===== src/pkg/mmdec_pkg.sv =====
/*
 Package for the memory map address decoder: region bounds, region
 codes and the packed structs that carry a request and its decode.
 Assumes a 20-bit byte address space of 1 MB.
*/
package mmdec_pkg;
    localparam int ADDR_W = 20;
    localparam int VEC_TABLE_BYTES = 256;
    localparam logic [19:0] PERI_LO_START = 20'h00000;
    localparam logic [19:0] PERI_LO_END = 20'h003ff;
    localparam logic [19:0] PERI_HI_START = 20'h0d000;
    localparam logic [19:0] PERI_HI_END = 20'h0d7ff;
    localparam logic [19:0] RAM_START = 20'h00400;
    localparam logic [19:0] RAM_END = 20'h02bff;
    localparam logic [19:0] DFLASH_START = 20'h0e000;
    localparam logic [19:0] DFLASH_END = 20'h0ffff;
    localparam logic [19:0] PROG2_START = 20'h10000;
    localparam logic [19:0] PROG2_END = 20'h13fff;
    localparam logic [19:0] PROG1_START = 20'hf0000;
    localparam logic [19:0] PROG1_END = 20'hfffff;
    localparam logic [19:0] SPAGE_START = 20'hffe00;
    localparam logic [19:0] SPAGE_END = 20'hfffd7;
    localparam logic [19:0] FIXVEC_START = 20'hfffdc;
    localparam logic [19:0] FIXVEC_END = 20'hfffff;
    localparam logic [19:0] VEC_SPAN = 20'h000ff;

    // One-hot region codes.
    typedef enum logic [6:0] {
        MMDEC_NONE = 7'h01,
        MMDEC_PERI = 7'h02,
        MMDEC_RAM = 7'h04,
        MMDEC_DFLASH = 7'h08,
        MMDEC_PROG2 = 7'h10,
        MMDEC_PROG1 = 7'h20,
        MMDEC_EXT = 7'h40
    } mmdec_region_t;

    typedef struct packed {
        logic valid;
        logic write;
        logic fetch;
        logic stack;
        logic [19:0] addr;
    } mmdec_req_t;

    typedef struct packed {
        logic valid;
        mmdec_region_t region;
        logic [19:0] offset;
        logic spage_vec;
        logic fix_vec;
        logic reloc_vec;
        logic unmapped;
        logic bad_access;
    } mmdec_sel_t;

    typedef struct packed {
        mmdec_sel_t sel;
    } mmdec_state_t;
endpackage


===== src/verilog/mmdec_decoder.sv =====
/*
 Memory map address decoder: one registered decode per bus request.
 Assumes requests are synchronous to clk and that the vector table
 base comes from the core, already 20 bits wide.
*/
// Notes on behaviour
// Addresses 00000h-003FFh and 0D000h-0D7FFh go to the peripheral area.
// Masters must not touch reserved gaps inside the peripheral ranges.
// Internal RAM of 10 KB answers at 00400h through 02BFFh.
// RAM also takes stack pushes from calls and accepted interrupts.
// Data flash answers at 0E000h through 0FFFFh.
// Data flash accepts instruction fetches as well as data reads.
// The second program flash answers at 10000h through 13FFFh.
// The first program flash, 64 KB, answers at F0000h through FFFFFh.
// FFE00h-FFFD7h are flagged as the special page vector range.
// FFFDCh-FFFFFh are flagged as the fixed interrupt vector table.
// 256 bytes from the vector table base form the relocatable table.
// The vector table base is 20 bits wide.
// The request address is 20 bits wide.
// Unmatched addresses go external in expansion mode, else unmapped.
`timescale 1ns/100ps
module mmdec_decoder (
    input wire logic clk,
    input wire logic rst_n,
    input wire mmdec_pkg::mmdec_req_t req,
    input wire logic [19:0] vector_table_base,
    input wire logic expansion_mode,
    output mmdec_pkg::mmdec_sel_t sel
);
    mmdec_pkg::mmdec_state_t state;
    mmdec_pkg::mmdec_state_t next_state;

    function automatic logic in_range(input logic [19:0] a,
        input logic [19:0] lo, input logic [19:0] hi);
        in_range = (a >= lo) && (a <= hi);
    endfunction

    // Decode is pure compare logic; registering it keeps the output
    // glitch free at the cost of one cycle of latency.
    always_comb begin
        logic [20:0] reloc_end;
        reloc_end = {1'b0, vector_table_base} + {1'b0, mmdec_pkg::VEC_SPAN};
        next_state = '0;
        next_state.sel.valid = req.valid;
        next_state.sel.region = mmdec_pkg::MMDEC_NONE;
        if (in_range(req.addr, mmdec_pkg::PERI_LO_START,
                mmdec_pkg::PERI_LO_END)) begin
            next_state.sel.region = mmdec_pkg::MMDEC_PERI;
            next_state.sel.offset = req.addr - mmdec_pkg::PERI_LO_START;
        end else if (in_range(req.addr, mmdec_pkg::PERI_HI_START,
                mmdec_pkg::PERI_HI_END)) begin
            next_state.sel.region = mmdec_pkg::MMDEC_PERI;
            next_state.sel.offset = req.addr - mmdec_pkg::PERI_HI_START;
        end else if (in_range(req.addr, mmdec_pkg::RAM_START,
                mmdec_pkg::RAM_END)) begin
            // Stack pushes and data use the same path. R4
            next_state.sel.region = mmdec_pkg::MMDEC_RAM;
            next_state.sel.offset = req.addr - mmdec_pkg::RAM_START;
        end else if (in_range(req.addr, mmdec_pkg::DFLASH_START,
                mmdec_pkg::DFLASH_END)) begin
            // Fetches are not filtered here. R6
            next_state.sel.region = mmdec_pkg::MMDEC_DFLASH;
            next_state.sel.offset = req.addr - mmdec_pkg::DFLASH_START;
        end else if (in_range(req.addr, mmdec_pkg::PROG2_START,
                mmdec_pkg::PROG2_END)) begin
            next_state.sel.region = mmdec_pkg::MMDEC_PROG2;
            next_state.sel.offset = req.addr - mmdec_pkg::PROG2_START;
        end else if (in_range(req.addr, mmdec_pkg::PROG1_START,
                mmdec_pkg::PROG1_END)) begin
            next_state.sel.region = mmdec_pkg::MMDEC_PROG1;
            next_state.sel.offset = req.addr - mmdec_pkg::PROG1_START;
        end else if (expansion_mode) begin
            next_state.sel.region = mmdec_pkg::MMDEC_EXT;
            next_state.sel.offset = req.addr;
        end else begin
            next_state.sel.unmapped = req.valid;
        end
        next_state.sel.spage_vec = in_range(req.addr,
            mmdec_pkg::SPAGE_START, mmdec_pkg::SPAGE_END);
        next_state.sel.fix_vec = in_range(req.addr,
            mmdec_pkg::FIXVEC_START, mmdec_pkg::FIXVEC_END);
        // A base near the top would wrap; the table is then not flagged
        // above FFFFFh, a limitation software must avoid.
        next_state.sel.reloc_vec = (req.addr >= vector_table_base) &&
            ({1'b0, req.addr} <= reloc_end);
        // Stack pushes outside RAM or instruction fetches from the peripheral area are flagged.
        next_state.sel.bad_access = req.valid &&
            ((req.stack &&
              (next_state.sel.region != mmdec_pkg::MMDEC_RAM)) ||
             (req.fetch &&
              (next_state.sel.region == mmdec_pkg::MMDEC_PERI)));
    end

    // State register.
    always_ff @(posedge clk or negedge rst_n) begin
        if (!rst_n) begin
            state <= '0;
        end else begin
            state <= next_state;
        end
    end

    assign sel = state.sel;

    // Checks below compare each registered answer with the request taken
    // one edge earlier. They leave out the reset edges themselves, since
    // sel is all zero there and carries no legal region code.
    AST_PERI_LO: assert property (@(posedge clk) disable iff (!rst_n)
        (req.valid && req.addr <= mmdec_pkg::PERI_LO_END) |=>
        sel.region == mmdec_pkg::MMDEC_PERI)
        else $error("low peripheral address not routed");
    AST_RAM: assert property (@(posedge clk) disable iff (!rst_n)
        (req.addr >= mmdec_pkg::RAM_START && req.addr <= mmdec_pkg::RAM_END)
        |=> sel.region == mmdec_pkg::MMDEC_RAM)
        else $error("ram address not routed");
    AST_STACK: assert property (@(posedge clk) disable iff (!rst_n)
        (req.valid && req.stack && req.addr >= mmdec_pkg::RAM_START &&
         req.addr <= mmdec_pkg::RAM_END) |=> !sel.bad_access)
        else $error("stack push in ram flagged");
    AST_DFLASH: assert property (@(posedge clk) disable iff (!rst_n)
        (req.addr >= mmdec_pkg::DFLASH_START &&
         req.addr <= mmdec_pkg::DFLASH_END) |=>
        sel.region == mmdec_pkg::MMDEC_DFLASH)
        else $error("data flash address not routed");
    AST_FETCH: assert property (@(posedge clk) disable iff (!rst_n)
        (req.valid && req.fetch && !req.stack &&
         req.addr >= mmdec_pkg::DFLASH_START &&
         req.addr <= mmdec_pkg::DFLASH_END) |=> !sel.bad_access)
        else $error("fetch from data flash refused");
    AST_PROG2: assert property (@(posedge clk) disable iff (!rst_n)
        (req.addr >= mmdec_pkg::PROG2_START &&
         req.addr <= mmdec_pkg::PROG2_END) |=>
        sel.region == mmdec_pkg::MMDEC_PROG2)
        else $error("second program flash not routed");
    AST_PROG1: assert property (@(posedge clk) disable iff (!rst_n)
        (req.addr >= mmdec_pkg::PROG1_START) |=>
        sel.region == mmdec_pkg::MMDEC_PROG1)
        else $error("first program flash not routed");
    AST_SPAGE: assert property (@(posedge clk) disable iff (!rst_n)
        sel.spage_vec |-> $past(req.addr) <= mmdec_pkg::SPAGE_END &&
        $past(req.addr) >= mmdec_pkg::SPAGE_START)
        else $error("special page flag out of range");
    AST_FIXVEC: assert property (@(posedge clk) disable iff (!rst_n)
        (req.addr >= mmdec_pkg::FIXVEC_START) |=> sel.fix_vec)
        else $error("fixed vector flag missing");
    AST_RELOC: assert property (@(posedge clk) disable iff (!rst_n)
        (req.addr == vector_table_base) |=> sel.reloc_vec)
        else $error("relocatable table base not flagged");
    AST_EXT: assert property (@(posedge clk) disable iff (!rst_n)
        (req.valid && req.addr > mmdec_pkg::PROG2_END &&
         req.addr < mmdec_pkg::PROG1_START) |=>
        (sel.region == mmdec_pkg::MMDEC_EXT) == $past(expansion_mode) &&
        sel.unmapped == !$past(expansion_mode))
        else $error("unmatched address handled wrongly");

    // Upper peripheral window and the offsets handed to the regions. The
    // offset is the local address of the selected array, so a wrong base
    // subtraction would corrupt data without any other symptom.
    AST_PERI_HI: assert property (@(posedge clk) disable iff (!rst_n)
        (req.addr >= mmdec_pkg::PERI_HI_START &&
         req.addr <= mmdec_pkg::PERI_HI_END) |=>
        sel.region == mmdec_pkg::MMDEC_PERI &&
        sel.offset == $past(req.addr) - mmdec_pkg::PERI_HI_START)
        else $error("high peripheral address not routed");
    AST_RAM_OFS: assert property (@(posedge clk) disable iff (!rst_n)
        (req.addr >= mmdec_pkg::RAM_START && req.addr <= mmdec_pkg::RAM_END)
        |=> sel.offset == $past(req.addr) - mmdec_pkg::RAM_START)
        else $error("ram offset wrong");
    AST_DFLASH_OFS: assert property (@(posedge clk) disable iff (!rst_n)
        (req.addr >= mmdec_pkg::DFLASH_START &&
         req.addr <= mmdec_pkg::DFLASH_END) |=>
        sel.offset == $past(req.addr) - mmdec_pkg::DFLASH_START)
        else $error("data flash offset wrong");
    AST_PROG2_OFS: assert property (@(posedge clk) disable iff (!rst_n)
        (req.addr >= mmdec_pkg::PROG2_START &&
         req.addr <= mmdec_pkg::PROG2_END) |=>
        sel.offset == $past(req.addr) - mmdec_pkg::PROG2_START)
        else $error("second program flash offset wrong");
    AST_PROG1_OFS: assert property (@(posedge clk) disable iff (!rst_n)
        (req.addr >= mmdec_pkg::PROG1_START) |=>
        sel.offset == $past(req.addr) - mmdec_pkg::PROG1_START)
        else $error("first program flash offset wrong");

    // Stack pushes that miss RAM are reported, not blocked; the master
    // that issued them has to decide how to recover.
    AST_STACK_OUT: assert property (@(posedge clk) disable iff (!rst_n)
        (req.valid && req.stack &&
         !(req.addr >= mmdec_pkg::RAM_START &&
           req.addr <= mmdec_pkg::RAM_END)) |=> sel.bad_access)
        else $error("stack push outside ram not flagged");

    // An idle bus must never raise the error flags, and a request must
    // always land in exactly one region.
    AST_IDLE: assert property (@(posedge clk) disable iff (!rst_n)
        !req.valid |=> !sel.valid && !sel.unmapped && !sel.bad_access)
        else $error("flags raised without a request");
    AST_VALID: assert property (@(posedge clk) disable iff (!rst_n)
        req.valid |=> sel.valid && $onehot(sel.region))
        else $error("request lost or region code not one-hot");

    // Holes in the map: external accesses keep the full address, while an
    // unmapped access carries no offset at all.
    AST_EXT_OFS: assert property (@(posedge clk) disable iff (!rst_n)
        (req.valid && expansion_mode && req.addr > mmdec_pkg::PROG2_END &&
         req.addr < mmdec_pkg::PROG1_START) |=>
        sel.offset == $past(req.addr))
        else $error("external offset wrong");
    AST_NONE_OFS: assert property (@(posedge clk) disable iff (!rst_n)
        sel.unmapped |-> sel.region == mmdec_pkg::MMDEC_NONE && sel.offset == '0)
        else $error("unmapped access carries a region");

    // The vector overlays are checked on both sides of each bound.
    AST_SPAGE_SET: assert property (@(posedge clk) disable iff (!rst_n)
        (req.addr >= mmdec_pkg::SPAGE_START &&
         req.addr <= mmdec_pkg::SPAGE_END) |=> sel.spage_vec)
        else $error("special page flag missing");
    AST_FIX_CLR: assert property (@(posedge clk) disable iff (!rst_n)
        (req.addr < mmdec_pkg::FIXVEC_START) |=> !sel.fix_vec)
        else $error("fixed vector flag raised below the table");
    AST_RELOC_END: assert property (@(posedge clk) disable iff (!rst_n)
        ({1'b0, req.addr} ==
         {1'b0, vector_table_base} + {1'b0, mmdec_pkg::VEC_SPAN}) |=>
        sel.reloc_vec)
        else $error("last byte of relocatable table not flagged");
    AST_RELOC_OUT: assert property (@(posedge clk) disable iff (!rst_n)
        (req.addr < vector_table_base ||
         {1'b0, req.addr} > {1'b0, vector_table_base} +
         {1'b0, mmdec_pkg::VEC_SPAN}) |=> !sel.reloc_vec)
        else $error("relocatable flag raised outside the table");
endmodule


===== config.mk =====
export PLATFORM = sky130hd
export DESIGN_NAME = mmdec_decoder
export DESIGN_NICKNAME = d
export VERILOG_FILES = /design/src/pkg/mmdec_pkg.sv /design/src/verilog/mmdec_decoder.sv
export SDC_FILE = /design/constraint.sdc
export NUM_CORES = 1
export LEC_CHECK = 0
export ABC_AREA = 1
export BUFFER_PORTS_ARGS = -buffer_cell sky130_fd_sc_hd__buf_4
export CAP_MARGIN = 20
export CORE_MARGIN = 3
export CORE_UTILIZATION = 40
export CTS_CLUSTER_SIZE = 25
export DETAILED_ROUTE_END_ITERATION = 8
export GPL_ROUTABILITY_DRIVEN = 0
export SYNTH_ARGS = -nofsm -noshare
export SYNTH_HDL_FRONTEND = slang
export SYNTH_SLANG_ARGS = --single-unit

===== constraint.sdc =====
create_clock -name clk -period 0.8 [get_ports clk]
set_clock_uncertainty 0.1 [all_clocks]
set_input_delay 0.08 -clock clk [delete_from_list [all_inputs] [get_ports clk]]
set_output_delay 0.08 -clock clk [all_outputs]
set_load 0.01 [all_outputs]

=== Word-level counts from Yosys, hierarchy flattened ===
Index checks and enable logic that the tools add are counted.

* Add/sub/neg operators: 6
* $lt $le $gt $ge: 17
* Equality and inequality tests: 2
* Muxes and demuxes: 14
* Reductions and logical operators: 13

{| class="wikitable"
|+ Operator list
! kind !! count
|-
| two-way mux 27 bit || 7
|-
| greater-or-equal comparator 20 bit, second input constant || 3
|-
| greater-or-equal comparator 20 x 16 -> 1 bit, second input constant || 2
|-
| less-or-equal comparator 20 x 16 -> 1 bit, second input constant || 2
|-
| less-or-equal comparator 20 bit, second input constant || 2
|-
| subtractor 20 x 16 -> 20 bit, second input constant || 2
|-
| adder 20 x 8 -> 21 bit, second input constant || 1
|-
| less-or-equal comparator 20 x 21 -> 1 bit || 1
|-
| greater-or-equal comparator 20 x 1 -> 1 bit, second input constant || 1
|-
| greater-or-equal comparator 20 x 11 -> 1 bit, second input constant || 1
|-
| greater-or-equal comparator 20 x 17 -> 1 bit, second input constant || 1
|-
| greater-or-equal comparator 20 bit || 1
|-
| less-or-equal comparator 20 x 10 -> 1 bit, second input constant || 1
|-
| less-or-equal comparator 20 x 14 -> 1 bit, second input constant || 1
|-
| less-or-equal comparator 20 x 17 -> 1 bit, second input constant || 1
|-
| subtractor 20 x 11 -> 20 bit, second input constant || 1
|-
| subtractor 20 x 17 -> 20 bit, second input constant || 1
|-
| subtractor 20 bit, second input constant || 1
|-
| logical AND 1 bit || 12
|-
| equality test 7 x 2 -> 1 bit, second input constant || 1
|-
| two-way mux 1 bit || 7
|-
| != test 7 x 3 -> 1 bit, second input constant || 1
|-
| logical OR 1 bit || 1
|}

* Flip-flop bits (word level): 33
* Input bits: 47
* Output and inout port bits: 33
* Logic and storage cells: 60

=== Longest topological paths before layout ===
* Word-level depth: 12
* Mapped depth: 19
* Gate-level depth less buffers: 19

=== Worst setup path after synthesis ===
No wires, ideal clock.

* Path kind: input port to flip-flop
* Start point: input port vector_table_base[0]
* End point: register state, in the netlist sel[2]
* Library setup time: 121 ps
* Arrival time: 2,150 ps
* Required time: 579 ps
* Setup slack: -1,570 ps
* Cell stages on the path: 19
* Buffers on the path: 0
* Path through: inv_1 ha_1 nand3_1 nor2_1 nor2_1 nand4_1 nor2_1 inv_1 nor2_1 nand3_1 xor2_1 ha_1 nand2_1 inv_1 nand3_1 nor2_1 nand3_1 nand3_1 a21oi_1

{| class="wikitable"
|+ RTL lines
! what !! RTL line !! text
|-
| start: declaration || mmdec_decoder.sv:26 || <nowiki>input wire logic [19:0] vector_table_base,</nowiki>
|-
| end signal: assignment || mmdec_decoder.sv:99 || <nowiki>state <= next_state;</nowiki>
|-
| end: declaration || mmdec_decoder.sv:30 || <nowiki>mmdec_pkg::mmdec_state_t state;</nowiki>
|}

==> results.md <==
- The total number of vias is 5086.
- The flow ran to the end, but the final reports show violations.
- Ranked by total cell area, the synthesized netlist is headed by sky130_fd_sc_hd__dfrtp_1 20%, sky130_fd_sc_hd__ha_1 18%, sky130_fd_sc_hd__nand2_1 12%, sky130_fd_sc_hd__inv_1 8.5%, sky130_fd_sc_hd__xor2_1 6.6%.
- The largest voltage drop on the vdd net is 0.000754 V.
- The setup path with the least slack is of type in2reg.
- The first detailed-routing pass took 5 iterations.
- The first element of the critical path is vector_table_base[0].
- The register with the most flip-flops in the layout has 33 of them.
- The wire length per cell after detailed routing is 15.1 µm.
- The overall power of the completed layout is 6.76 mW.
- The number of max-cap violations is 0.
- The cell count after synthesis came out at 595.
- For the pin with the worst max-slew slack, the measured transition is 453 ps.
- Data arrives at the worst endpoint at 2130 ps.
- The internal portion of total power is 4.37 mW.
- Dividing the detail-routed via count by the number of cells gives 5.04.
- The cell family with the largest share of critical-path delay is simple AND/OR/NAND/NOR gates.
- The sequential cell area fraction in the yosys report is 0.200.
- Of all nets on the critical path, the largest fanout is 3.
- Walking the worst path, the cells encountered are buf_8 -> inv_4 -> ha_4 -> nand3_4 -> nor2_4 -> nor2_4 -> nand4_1 -> nor2_1 -> inv_1 -> nor2_2 -> nand3_1 -> xor2_1 -> ha_1 -> nand2_1 -> inv_1 -> nand3_2 -> nor2_2 -> nand3_1 -> nand3_1 -> a21oi_1.
- The final worst slack is -1230 ps.
- The critical path capture point type is a register.
- The setup violation total in the final timing report is 65.
- Of the post-synthesis cell area, the dominant cell type holds 0.200.
- The final number of hold-violating endpoints came to 0.
- Once layout is complete, the utilization of the core stands at 0.757.
- The clock edge transition at the registers on the reported setup and hold paths is 90 ps.
- Counting flops with an async set or reset pin after synthesis yields a share of 1.00.
- The timing-limited maximum frequency is 494 MHz.
- Counting buffers and inverters, the worst setup path is 20 cells deep.
- The mapped netlist covers 4130 µm².
- Counting flops and latches in the post-synthesis netlist gives 33.
- The number of flops mapped to enable cells by yosys is 0.
- For this design the total switching power over the nets is 2.39 mW.
- Together, buffers and inverters on the worst path number 4.
- Among the stages of the critical path, the cell type that occurs most often is sky130_fd_sc_hd__nand3_1.
- The standard-cell row count is 36.
- The most critical setup path has its endpoint at sel[2]$_DFF_PN0_.
- In this run the tightest slew margin relative to its limit is 0.698.
- In the final timing run, aggregate negative setup slack is -28510 ps.
- The die is 108 µm tall.
- The number of clock sinks seen by CTS is 33.
- After the first detailed-routing iteration, the DRC count stood at 269.
- The aggregate global-route resource usage is 0.263.
- The number of antenna diodes in the final layout is 0.
- The net count of the mapped netlist is 701.
- STA classifies the critical path startpoint as a primary input.
- The placeable core region is 9910 µm².
- The cell type with the largest total area after synthesis is sky130_fd_sc_hd__dfrtp_1.
- The power density of the placed cells is 902 nW/µm².
- Yosys printed 0 warnings.
- The checks that failed: setup timing.
- For the worst setup path, the data required time is 900 ps.
- The final global-route overflow total is 0.
- The first global-routing pass estimated 24600 µm of wire.
- The area growth from synthesis to layout is 81.8%.
- The fraction of the cycle the final worst path needs is 2.53.
- The number of antenna violations at the first check in global routing is 0.
- For this block, the routed nets add up to 15300 µm of wire.
- The master of the slowest instance on the critical path is sky130_fd_sc_hd__ha_1.
- The hold path depth is 4.
- The share of total power dissipated in sequential elements is 0.274.
- In this design, the stage delay of the slowest critical-path cell is 330 ps.
- The share of total power in combinational logic is 0.478.
- Before CTS, the worst setup slack after placement is -1730 ps.
- The shortest period the worst path allows is 2030 ps.
- In this run the number of H-tree levels came out at 2.
- The clock root buffer is sky130_fd_sc_hd__clkbuf_8.
- The detailed placer's ending HPWL is 11500 µm.
- The count of different cell masters after synthesis is 43.
- The ratio of cells with drive above 1 in the final layout is 0.505.
- Of the total power, the share spent switching nets is 0.354.
- The worst-case clock buffer depth is 2.
- The number of max-slew violations in the final report is 0.
- Counting the fill cells in the layout gives 715.
- The detail route stage leaves a number of antenna-violating nets equal to 0.
- The tightest min-delay check is of the in2reg type.
- The die covers 11600 µm².
- The residual DRC count is 0.
- TritonCTS built the clock tree.
- The number of buffers added by the clock tree synthesis step is 5.
- During placement, the flow inserted port buffers numbering 78.
- In the final design database the tool counted 981 nets.
- Entering global routing, the biggest net connects 34 pins.
- A synthesized cell averages 6.94 µm².
- The die is 108 µm wide.
- The number of global-route vias before repair is 5436.
- Setup repair after global routing could not meet its margin everywhere.
- The number of top-level design ports is 80.
- The static leakage power is 3.81 nW.
- The initial standard-cell utilization of the core is 0.417.
- The clock network fraction of total power is 0.248.
- For this run, the leading register cell type out of synthesis is sky130_fd_sc_hd__dfrtp_1.
-- kinds of logic after synthesis --
logic type | Yosys count | synth area share
AOI/OAI and AO/OA | 72 | 0.104
xor gates and xnor gates | 34 | 0.0740
adders and majority gates | 59 | 0.179
buffers and inverters | 109 | 0.114
DFF | 33 | 0.200
and+or+nand+nor | 288 | 0.329
-- metal layers --
metal,global-route usage,part of all wire,vias up
met3,0.0354,0.052,47
met4,0.111,0.038,0
met2,0.488,0.51,159
met1,0.299,0.40,2395
li1,-,-,2485
met5,0,0,-
-- through the flow --
stage | hold WS, ps | cells | area (µm²)
2_1_floorplan | -316 | 595 | 4380
3_3_place_gp | -49.8 | 957 | 6280
3_5_place_dp | -45.5 | 957 | 6280
4_1_cts | -47.8 | 1004 | 7240
5_1_grt | 26.7 | 1009 | 7500
6_report | 14.9 | 1009 | 7500
-- cell usage after synthesis, drive strengths merged, types with 4 or more instances --
library cell / count
a21oi: 31
buf: 8
dfrtp: 33
ha: 59
inv: 99
nand2: 133
nand3: 41
nand3b: 4
nand4: 21
nor2: 71
nor3: 12
nor4: 4
o21ai: 32
xor2: 32
-- cell type report --
type	instances	area, µm²	share of cell area
multi-input combinational	453	3430	0.457
sequential	33	826	0.110
timing repair buffer	282	2540	0.339
clock buffer	5	68.8	0.00917
inverter	100	425	0.0567
clock inverter	3	46.3	0.00617
tap	133	166	0.0222
-- worst min path at each step --
stage          startpoint  slack (ps)                 to
5_1_grt           req[20]          30   sel[0]$_DFF_PN0_
3_3_place_gp        rst_n         -50  sel[32]$_DFF_PN0_
6_report          req[13]          10  sel[18]$_DFF_PN0_
3_5_place_dp        rst_n         -50  sel[32]$_DFF_PN0_
2_1_floorplan       rst_n        -320   sel[0]$_DFF_PN0_
4_1_cts           req[20]         -50   sel[0]$_DFF_PN0_
-- power groups by stage --
| stage | Sequential (mW) | Combinational, mW | Clock (mW) |
|---|---|---|---|
| 6_report | 1.85 | 3.23 | 1.68 |
| 3_5_place_dp | 1.86 | 2.65 | 0 |
| 2_1_floorplan | 1.93 | 1.21 | 0 |
| 3_3_place_gp | 1.86 | 2.57 | 0 |
| 4_1_cts | 1.86 | 3.06 | 1.67 |
| 5_1_grt | 1.86 | 3.52 | 1.76 |
-- what timing repair did --
| action | in CTS | in global routing |
|---|---|---|
| pin swaps | 59 | 54 |
| resized for setup | 141 | 72 |
| buffers inserted | 35 | 12 |
| hold endpoints to repair | 38 | 0 |
| hold buffers | 4 | 0 |
| cloned | 2 | 0 |
| endpoints found under the setup margin | 65 | 65 |
-- placed cells by master, fill, tap and decap left out, types with 4 or more instances in the layout --
cell,Yosys,routed
sky130_fd_sc_hd__buf_12,0,7
sky130_fd_sc_hd__nand3_2,2,11
sky130_fd_sc_hd__clkbuf_8,0,5
sky130_fd_sc_hd__ha_4,0,11
sky130_fd_sc_hd__o21ai_2,7,14
sky130_fd_sc_hd__a21oi_1,28,21
sky130_fd_sc_hd__nor2_2,12,13
sky130_fd_sc_hd__nand4_1,21,21
sky130_fd_sc_hd__inv_1,94,74
sky130_fd_sc_hd__inv_2,4,14
sky130_fd_sc_hd__nor3_1,11,8
sky130_fd_sc_hd__nand2_2,2,21
sky130_fd_sc_hd__nand2_1,129,100
sky130_fd_sc_hd__ha_1,59,46
sky130_fd_sc_hd__nor2_1,54,37
sky130_fd_sc_hd__nand3_1,38,27
sky130_fd_sc_hd__nand2_4,2,11
sky130_fd_sc_hd__nand3b_1,4,4
sky130_fd_sc_hd__dlygate4sd3_1,0,4
sky130_fd_sc_hd__buf_8,2,6
sky130_fd_sc_hd__inv_4,1,6
sky130_fd_sc_hd__dfrtp_1,33,33
sky130_fd_sc_hd__a21oi_2,2,8
sky130_fd_sc_hd__nor2_4,4,20
sky130_fd_sc_hd__xor2_1,31,29
sky130_fd_sc_hd__buf_6,4,70
sky130_fd_sc_hd__buf_4,1,194
sky130_fd_sc_hd__o21ai_0,21,13
sky130_fd_sc_hd__o21ai_1,4,4
Power figures use the tool's default switching activity.
